### config.mk
export PLATFORM = sky130hd
export DESIGN_NAME = mpf_packer
export DESIGN_NICKNAME = d
export VERILOG_FILES = /design/src/core/mpf_pkg.sv /design/src/core/mpf_packer.sv
export VERILOG_INCLUDE_DIRS = /design/src /design/src/core
export SDC_FILE = /design/constraint.sdc
export NUM_CORES = 1
export LEC_CHECK = 0
export ABC_AREA = 0
export BUFFER_PORTS_ARGS = -buffer_cell sky130_fd_sc_hd__buf_4
export CORE_MARGIN = 3
export CORE_UTILIZATION = 40
export DETAILED_ROUTE_END_ITERATION = 10
export PLACE_DENSITY = 0.69
export SKIP_LAST_GASP = 1
export SLEW_MARGIN = 20
export SYNTH_ARGS = -nofsm -noshare
export SYNTH_HDL_FRONTEND = slang
export SYNTH_SLANG_ARGS = --single-unit
### constraint.sdc
create_clock -name clk -period 2.7 [get_ports clk]
set_clock_uncertainty 0.05 [all_clocks]
set_input_delay 0.135 -clock clk [delete_from_list [all_inputs] [get_ports clk]]
set_output_delay 0.135 -clock clk [all_outputs]
set_load 0.05 [all_outputs]
### src/core/mpf_regs.svh
`ifndef MPF_REGS_SVH
`define MPF_REGS_SVH

`define MPF_PIX_W 12
`define MPF_Y_HI 11
`define MPF_Y_LO 4
`define MPF_LOW_HI 7
`define MPF_HIGH_LO 8
`define MPF_NIB_W 4
`define MPF_ZERO_NIB 4'h0
`define MPF_ZERO_BYTE 8'h00
`define MPF_ZERO_PIX 12'h000
`define MPF_MAX_BYTES 4
`define MPF_CNT_W 3
`define MPF_CNT_NONE 3'h0
`define MPF_CNT_ONE 3'h1
`define MPF_N_MONO8 3'h1
`define MPF_N_MONO16 3'h2
`define MPF_N_PACK 3'h3
`define MPF_N_YUV 3'h4
`define MPF_MAX16 16'h0fff
`define MPF_CODE_W 32

`endif

### src/core/mpf_pkg.sv
package mpf_pkg;
  `include "mpf_regs.svh"

  // layout choice, taken once per frame
  typedef enum logic [2:0] {
    MPF_GRAY_8BIT,
    MPF_GRAY_16BIT,
    MPF_GRAY_12BIT_PACKED,
    MPF_YUV422_A,
    MPF_YUV422_YUYV
  } mpf_fmt_t;

  typedef struct packed {
    logic sof;
    logic eof;
    logic [`MPF_PIX_W-1:0] data;
  } mpf_pix_t;

  typedef struct packed {
    logic sof;
    logic eof;
    logic [7:0] data;
  } mpf_byte_t;
endpackage

### src/core/mpf_packer.sv
`timescale 1ns/1ps
// Contract
// - One format setting picks the byte layout for every pixel of a frame.
// - Gray 8-bit sends one byte per pixel in transmission order.
// - Gray 8-bit bytes are unsigned, 0x00 is level zero, 0xff is 255.
// - Gray 16-bit sends a 16-bit word per pixel with 12 bits of brightness.
// - Gray 16-bit keeps the 12 bits from bit zero, upper four bits zero.
// - Gray 16-bit sends low byte then high byte, pixels in order.
// - Gray 16-bit words never exceed 0x0fff.
// - Gray 16-bit frames report the 12-bit gray code in the leader.
// - Packed 12-bit puts each pixel pair into exactly three bytes.
// - Packed bytes are even 11..4, odd 3..0 with even 3..0, odd 11..4.
// - Packed 12-bit values are unsigned from 0x000 to 0xfff.
// - Both 4:2:2 modes send the pixel's 8-bit gray value as luma.
// - Both 4:2:2 modes send every chroma sample as zero.
// - Both 4:2:2 modes send two luma, one U and one V per pair; a lone last pixel takes a zero luma partner.
// - Mode yuv422_a orders bytes as the colour packed 4:2:2 output.
// - Mode yuv422_yuyv orders bytes as the colour YUYV 4:2:2 output.
`include "mpf_regs.svh"

module mpf_packer
  import mpf_pkg::*;
#(
  parameter logic [`MPF_CODE_W-1:0] CODE_GRAY8 = 32'h0000_0001,
  parameter logic [`MPF_CODE_W-1:0] CODE_GRAY12 = 32'h0000_0002,
  parameter logic [`MPF_CODE_W-1:0] CODE_PACK12 = 32'h0000_0003,
  parameter logic [`MPF_CODE_W-1:0] CODE_YUV_A = 32'h0000_0004,
  parameter logic [`MPF_CODE_W-1:0] CODE_YUYV = 32'h0000_0005
) (
  input wire logic clk,
  input wire logic resetn,
  input wire mpf_fmt_t fmt_sel,
  input wire mpf_pix_t pix_in,
  input wire logic pix_valid,
  output logic pix_ready,
  output mpf_byte_t byte_out,
  output logic byte_valid,
  input wire logic byte_ready,
  output logic [`MPF_CODE_W-1:0] leader_code
);

  function automatic logic [7:0] luma(input logic [`MPF_PIX_W-1:0] p);
    luma = p[`MPF_Y_HI:`MPF_Y_LO];
  endfunction

  mpf_fmt_t fmt_q;
  logic odd_q;
  logic [`MPF_PIX_W-1:0] even_q;
  logic even_sof_q;
  logic [7:0] bytes_q [0:`MPF_MAX_BYTES-1];
  logic [7:0] bytes_d [0:`MPF_MAX_BYTES-1];
  logic [`MPF_CNT_W-1:0] cnt_q;
  logic [`MPF_CNT_W-1:0] cnt_d;
  logic sof_q;
  logic eof_q;
  logic [`MPF_CODE_W-1:0] code_q;
  logic [`MPF_CODE_W-1:0] code_d;

  wire pix_take = pix_valid && pix_ready;
  wire byte_take = byte_valid && byte_ready;
  // a new frame picks up the setting on its first pixel
  wire mpf_fmt_t cur_fmt = pix_in.sof ? fmt_sel : fmt_q;
  wire paired = (cur_fmt == MPF_GRAY_12BIT_PACKED) ||
                (cur_fmt == MPF_YUV422_A) ||
                (cur_fmt == MPF_YUV422_YUYV);
  wire is_odd = pix_in.sof ? 1'b0 : odd_q;
  // an even pixel is parked until its partner arrives, unless it ends
  // the frame, in which case the pair closes with a zero partner
  wire hold_even = pix_take && paired && !is_odd && !pix_in.eof;
  wire load = pix_take && !hold_even;
  wire [`MPF_PIX_W-1:0] ev = is_odd ? even_q : pix_in.data;
  wire [`MPF_PIX_W-1:0] od = is_odd ? pix_in.data : `MPF_ZERO_PIX;
  wire grp_sof = pix_in.sof || (is_odd && even_sof_q);

  // no output buffer beyond one group: new pixels wait until it drains
  assign pix_ready = (cnt_q == `MPF_CNT_NONE);
  assign byte_valid = (cnt_q != `MPF_CNT_NONE);
  // one driver for the whole carrier; eof marks only the group's last byte
  assign byte_out = '{sof: sof_q,
                      eof: eof_q && (cnt_q == `MPF_CNT_ONE),
                      data: bytes_q[0]};
  assign leader_code = code_q;

  always_comb begin
    for (int i = 0; i < `MPF_MAX_BYTES; i++) begin
      bytes_d[i] = bytes_q[i];
    end
    cnt_d = cnt_q;
    if (byte_take) begin
      for (int i = 0; i < `MPF_MAX_BYTES - 1; i++) begin
        bytes_d[i] = bytes_q[i+1];
      end
      bytes_d[`MPF_MAX_BYTES-1] = `MPF_ZERO_BYTE;
      cnt_d = cnt_q - `MPF_CNT_ONE;
    end
    if (load) begin
      case (cur_fmt)
        MPF_GRAY_8BIT: begin
          bytes_d[0] = luma(pix_in.data);
          cnt_d = `MPF_N_MONO8;
        end
        MPF_GRAY_16BIT: begin
          // little endian, upper nibble forced to zero
          bytes_d[0] = pix_in.data[`MPF_LOW_HI:0];
          bytes_d[1] = {`MPF_ZERO_NIB,
                        pix_in.data[`MPF_Y_HI:`MPF_HIGH_LO]};
          cnt_d = `MPF_N_MONO16;
        end
        MPF_GRAY_12BIT_PACKED: begin
          bytes_d[0] = luma(ev);
          bytes_d[1] = {od[`MPF_NIB_W-1:0], ev[`MPF_NIB_W-1:0]};
          bytes_d[2] = luma(od);
          cnt_d = `MPF_N_PACK;
        end
        MPF_YUV422_A: begin
          bytes_d[0] = `MPF_ZERO_BYTE;
          bytes_d[1] = luma(ev);
          bytes_d[2] = `MPF_ZERO_BYTE;
          bytes_d[3] = luma(od);
          cnt_d = `MPF_N_YUV;
        end
        default: begin
          bytes_d[0] = luma(ev);
          bytes_d[1] = `MPF_ZERO_BYTE;
          bytes_d[2] = luma(od);
          bytes_d[3] = `MPF_ZERO_BYTE;
          cnt_d = `MPF_N_YUV;
        end
      endcase
    end
  end

  // 16-bit gray carries 12 effective bits, so it reports as 12-bit gray
  always_comb begin
    code_d = code_q;
    if (pix_take && pix_in.sof) begin
      case (fmt_sel)
        MPF_GRAY_8BIT: code_d = CODE_GRAY8;
        MPF_GRAY_16BIT: code_d = CODE_GRAY12;
        MPF_GRAY_12BIT_PACKED: code_d = CODE_PACK12;
        MPF_YUV422_A: code_d = CODE_YUV_A;
        default: code_d = CODE_YUYV;
      endcase
    end
  end

  always_ff @(posedge clk or negedge resetn) begin
    if (!resetn) begin
      fmt_q <= MPF_GRAY_8BIT;
      odd_q <= 1'b0;
      even_q <= `MPF_ZERO_PIX;
      even_sof_q <= 1'b0;
      cnt_q <= `MPF_CNT_NONE;
      sof_q <= 1'b0;
      eof_q <= 1'b0;
      code_q <= CODE_GRAY8;
    end else begin
      // only a taken pixel commits the layout; a first pixel that is
      // offered but not yet taken leaves the setting alone
      if (pix_take) begin
        fmt_q <= cur_fmt;
      end
      cnt_q <= cnt_d;
      code_q <= code_d;
      if (hold_even) begin
        even_q <= pix_in.data;
        even_sof_q <= pix_in.sof;
      end
      if (pix_take) begin
        odd_q <= paired && !is_odd;
      end
      if (load) begin
        sof_q <= grp_sof;
        eof_q <= pix_in.eof;
      end else if (byte_take) begin
        sof_q <= 1'b0;
      end
    end
  end

  always_ff @(posedge clk or negedge resetn) begin
    if (!resetn) begin
      for (int i = 0; i < `MPF_MAX_BYTES; i++) begin
        bytes_q[i] <= `MPF_ZERO_BYTE;
      end
    end else begin
      for (int i = 0; i < `MPF_MAX_BYTES; i++) begin
        bytes_q[i] <= bytes_d[i];
      end
    end
  end

  a_fmt_frame_hold: assert property (
    @(posedge clk) disable iff (!resetn)
    !(pix_take && pix_in.sof) |=> fmt_q == $past(fmt_q))
    else $error("format changed inside a frame");

  a_leader_hold: assert property (
    @(posedge clk) disable iff (!resetn)
    !(pix_take && pix_in.sof) |=> $stable(leader_code))
    else $error("leader code changed inside a frame");

  a_gray8_byte: assert property (
    @(posedge clk) disable iff (!resetn)
    (load && cur_fmt == MPF_GRAY_8BIT) |=>
      byte_valid && cnt_q == `MPF_N_MONO8 &&
      byte_out.data == $past(pix_in.data[11:4]))
    else $error("gray 8-bit byte wrong");

  a_byte_hold: assert property (
    @(posedge clk) disable iff (!resetn)
    (byte_valid && !byte_ready) |=> byte_valid && $stable(byte_out))
    else $error("byte changed before it was taken");

  a_sof_once: assert property (
    @(posedge clk) disable iff (!resetn)
    (byte_take && byte_out.sof) |=> !byte_out.sof)
    else $error("frame start flag on more than one byte");

  a_gray16_count: assert property (
    @(posedge clk) disable iff (!resetn)
    (load && cur_fmt == MPF_GRAY_16BIT) |=> cnt_q == `MPF_N_MONO16)
    else $error("gray 16-bit pixel not two bytes");

  a_gray16_order: assert property (
    @(posedge clk) disable iff (!resetn)
    (load && cur_fmt == MPF_GRAY_16BIT) |=>
      byte_out.data == $past(pix_in.data[7:0]) &&
      bytes_q[1] == {`MPF_ZERO_NIB, $past(pix_in.data[11:8])})
    else $error("gray 16-bit byte order wrong");

  a_gray16_range: assert property (
    @(posedge clk) disable iff (!resetn)
    (load && cur_fmt == MPF_GRAY_16BIT) |=>
      {bytes_q[1], bytes_q[0]} <= `MPF_MAX16)
    else $error("gray 16-bit word above range");

  a_leader_gray12: assert property (
    @(posedge clk) disable iff (!resetn)
    (pix_take && pix_in.sof && fmt_sel == MPF_GRAY_16BIT) |=>
      leader_code == CODE_GRAY12)
    else $error("leader code wrong for 16-bit gray");

  a_pack_count: assert property (
    @(posedge clk) disable iff (!resetn)
    (load && cur_fmt == MPF_GRAY_12BIT_PACKED) |=>
      cnt_q == `MPF_N_PACK)
    else $error("packed pair not three bytes");

  a_even_park: assert property (
    @(posedge clk) disable iff (!resetn)
    hold_even |=> even_q == $past(pix_in.data))
    else $error("even pixel not parked");

  a_pack_nibbles: assert property (
    @(posedge clk) disable iff (!resetn)
    (load && cur_fmt == MPF_GRAY_12BIT_PACKED && is_odd) |=>
      bytes_q[1] == {$past(pix_in.data[3:0]), $past(even_q[3:0])} &&
      bytes_q[2] == $past(pix_in.data[11:4]) &&
      byte_out.data == $past(even_q[11:4]))
    else $error("packed byte layout wrong");

  a_pack_lone: assert property (
    @(posedge clk) disable iff (!resetn)
    (load && cur_fmt == MPF_GRAY_12BIT_PACKED && !is_odd) |=>
      cnt_q == `MPF_N_PACK && bytes_q[2] == `MPF_ZERO_BYTE &&
      bytes_q[1][7:4] == `MPF_ZERO_NIB)
    else $error("lone packed pixel not closed with zero");

  a_yuva_chroma: assert property (
    @(posedge clk) disable iff (!resetn)
    (load && cur_fmt == MPF_YUV422_A) |=>
      byte_out.data == `MPF_ZERO_BYTE && bytes_q[2] == `MPF_ZERO_BYTE &&
      cnt_q == `MPF_N_YUV)
    else $error("yuv422_a chroma not zero");

  a_yuva_luma: assert property (
    @(posedge clk) disable iff (!resetn)
    (load && cur_fmt == MPF_YUV422_A && is_odd) |=>
      bytes_q[1] == $past(even_q[11:4]) &&
      bytes_q[3] == $past(pix_in.data[11:4]))
    else $error("yuv422_a luma wrong");

  a_yuyv_luma: assert property (
    @(posedge clk) disable iff (!resetn)
    (load && cur_fmt == MPF_YUV422_YUYV && is_odd) |=>
      byte_out.data == $past(even_q[11:4]) &&
      bytes_q[2] == $past(pix_in.data[11:4]) &&
      bytes_q[3] == `MPF_ZERO_BYTE)
    else $error("yuyv luma order wrong");

  a_yuyv_chroma: assert property (
    @(posedge clk) disable iff (!resetn)
    (load && cur_fmt == MPF_YUV422_YUYV) |=>
      bytes_q[1] == `MPF_ZERO_BYTE && bytes_q[3] == `MPF_ZERO_BYTE &&
      cnt_q == `MPF_N_YUV)
    else $error("yuyv chroma not zero");

  a_pair_even_quiet: assert property (
    @(posedge clk) disable iff (!resetn)
    hold_even |=> !byte_valid ##0 pix_ready)
    else $error("even pixel produced bytes alone");

  a_pair_odd_load: assert property (
    @(posedge clk) disable iff (!resetn)
    (pix_take && paired && is_odd) |=> byte_valid && !pix_ready)
    else $error("odd pixel did not release its pair");

endmodule

==> summary.md <==
| Metric | Value |
|---|---|
| Post-Syn Area | `3460 um^2` |
| Net Sw Frac | `41.6%` |
| Synth top cells by count | `dfrtp_1, buf_4, mux2_2` |
| Top-count cell post-synth | `dfrtp_1` |
| YS warnings | `0` |
| Total track usage | `15.5%` |
| Arrival @ worst endpoint | `2610 ps` |
| H-tree depth | `3` |
| Diodes inserted | `0` |
| Vias in the first global route | `2362` |
| Boundary Pins | `65` |
| First-pass GRT wire length | `12200 um` |
| Die X | `99.0 um` |
| Worst Setup Start Kind | `register` |
| Clock net sink count | `57` |
| Tmin final | `2430 ps` |
| Worst Path Required | `2880 ps` |
| Remaining antenna violation count | `0` |
| Worst setup margin | `272 ps` |
| Vias | `2558` |
| Reg2Reg Depth | `7` |
| Critical path fanouts, max | `17` |
| Post-CTS Resized | `0` |
| Finished Cell Area | `3870 um^2` |
| Worst r2r src | `cnt_q[0]` |
| Worst r2r dst | `byte_out[5]` |
| Final hold violation count | `0` |
| Final cell count without fillers | `469` |
| Core ar. | `8300 um^2` |
| Internal power | `2.15 mW` |
| Initial antenna violation count | `0` |
| Synth area leaders | `dfrtp_1, buf_4, mux2_2` |
| DP HPWL | `5480 um` |
| Status | `completed` |
| # rows | `33` |
| Part of the power in registers | `34.8%` |
| Drc violations | `0` |
| Combinational share of power | `44.0%` |
| Count of distinct cell types in the synthesized netlist | `46` |
| Max Buffers Root-to-Sink | `2` |
| Layout cells sized above 1 | `23.9%` |
| Die Y-Extent | `99.0 um` |
| Initial Util | `41.7%` |
| RSZ-0062 raised after global routing | `no` |
| Nature of the critical path endpoint | `register` |
| Post-CTS Setup Inserts | `0` |
| Final #Nets | `383` |
| DR iter-0 viols | `261` |
| Post-Place Setup Slack | `281 ps` |
| Final WL | `7570 um` |
| Hold_buf cts | `6` |
| Worst Setup Path Type | `reg -> reg` |
| DR WL/cell | `16.1 um` |
| Sequential area share after synthesis | `41.3%` |
| Hold Path Sink | `bytes_q[10]` |
| Post-synth EDFFs | `0` |
| # Max-Cap Violations | `0` |
| Largest net degree at the start of global routing | `58` |
| Sw Pwr | `1.54 mW` |
| Crit share post-route | `89.9%` |
| Inst Count DP | `447` |
| Number of cells produced by synthesis | `327` |
| Fraction of registers with async set/reset | `100%` |
| Static Leak | `1.76 nW` |
| Placed cell areas | `3620 um^2` |
| Synth Area per Inst | `10.6 um^2` |
| Full die area | `9790 um^2` |
| VDD IR-drop max | `0.266 mV` |
| Rel. slew slack | `51.6%` |
| Port Buffer Count | `35` |
| Worst Hold Class | `in -> reg` |
| Clock power frac | `21.1%` |
| Drt pass-1 iters | `5` |
| Clock slew at reported path FFs | `60 ps` |
| CTS root buffer | `clkbuf_8` |
| Fin Setup TNS | `0 ps` |
| Vias per inst | `5.45` |
| Total CTS buffers | `9` |
| Fmax | `0.412 GHz` |
| # setup viols final | `0` |
| Gpl congestion | `0.877` |
| Worst hold start | `pix_in[6]` |
| CTS tree | `yes` |
| Clk Latency, worst-skew pair | `340 ps` |
| R2r setup slk | `270 ps` |
| Grt ovf | `0` |
| Fin. max-slew vios | `0` |
| Largest area contributor in the netlist | `dfrtp_1` |
| #FFs+latches synth | `57` |
| Pwr Density | `954 nW/um^2` |
| Area grow syn2layout | `11.9%` |
| Worst Tran Pin Value | `726 ps` |
| Hold Path Stages | `3` |
| Share of the synthesized area in the top cell type | `40.5%` |
| Top_reg_cell synth | `dfrtp_1` |
-- state kept, by name (all words and copies together) (netlist names) --
| name | count |
|---|---|
| bytes_q | 24 |
| leader_code | 3 |
| even_sof_q | 1 |
| odd_q | 1 |
| cnt_q | 3 |
| eof_q | 1 |
| sof_q | 1 |
| even_q | 12 |
| byte_out | 8 |
| fmt_q | 3 |
-- final cells by class --
| class | instances | area [um^2] |
|---|---|---|
| fillers | 747 | 4430 |
| multi-input cells | 239 | 1730 |
| flip-flops and latches | 57 | 1430 |
| repair buffers | 47 | 368 |
| clock buffers | 13 | 149 |
| well taps | 105 | 131 |
| clock inverters | 3 | 40.0 |
| inverters | 5 | 18.8 |
-- cells in the final DEF (no fill, tap or decap), types with 3 or more instances in the layout --
cell type / count
o31ai_1: 5
ha_1: 3
a221oi_1: 8
a22oi_1: 9
nor2b_1: 3
conb_1: 29
o21ai_1: 5
o21a_1: 8
o22ai_1: 5
nor3_1: 5
nand2b_1: 8
mux2i_1: 22
nor2_1: 14
dfrtp_1: 56
o21ai_0: 12
o221ai_1: 9
clkbuf_8: 10
inv_1: 5
a21oi_1: 7
mux2_2: 23
buf_4: 41
clkbuf_1: 3
a22o_1: 9
dlygate4sd3_1: 6
nand2_1: 22
mux2_1: 10
-- worst max-delay path by stage --
stage	start	endpoint	slack (ps)	depth (start not counted)
2_1_floorplan	cnt_q[0]	bytes_q[0]	170	7
5_1_grt	cnt_q[1]	byte_out[5]	90	7
4_1_cts	cnt_q[0]	byte_out[5]	270	7
6_report	cnt_q[0]	byte_out[5]	270	7
3_3_place_gp	cnt_q[0]	byte_out[2]	450	7
3_5_place_dp	cnt_q[0]	byte_out[5]	280	7
-- stage by stage --
| step | hold WS [ps] | power (mW) | util [%] |
|---|---|---|---|
| after CTS | 2.92 | 3.70 | 46.6 |
| after detailed placement | 193 | 2.92 | 43.6 |
| final | 1.72 | 3.69 | 46.6 |
| after global routing | 12.6 | 3.89 | 46.6 |
| after floorplan | -211 | 2.62 | - |
| after global placement | 185 | 2.87 | 43.6 |
-- critical path, stage by stage (launching register included) --
cell	delay (ps)
dfrtp_1	400
inv_1	110
ha_1	180
nand2b_1	120
nand2_1	540
buf_4	370
mux2_2	370
o21a_1	170
-- cell families after synthesis --
family                     after synthesis  share of synthesized area, %
xor gates and xnor gates                 3                         0.760
and+or+nand+nor                         63                          9.12
other                                    1                         0.108
DFF                                     57                          41.3
muxes                                   57                          17.9
AOI/OAI and AO/OA                       84                          18.1
adders and majority gates                3                          1.09
buffers and inverters                   59                          11.6
-- power by group through the flow --
stage | Combinational [mW] | Sequential [mW] | Clock (mW)
floorplan | 1.30 | 1.32 | 0
global placement | 1.58 | 1.29 | 0
detailed placement | 1.62 | 1.31 | 0
CTS | 1.63 | 1.29 | 0.784
global route | 1.75 | 1.32 | 0.822
finish | 1.62 | 1.29 | 0.780
-- per-layer routing --
metal / vias to the layer above / wire length, um / GRT usage, %
met4: 0 / 149 / 7.56
met5: - / 0 / 0
met2: 108 / 3450 / 22.5
met1: 1233 / 3520 / 22.2
li1: 1204 / - / -
met3: 13 / 453 / 2.62
Power figures use the tool's default switching activity.
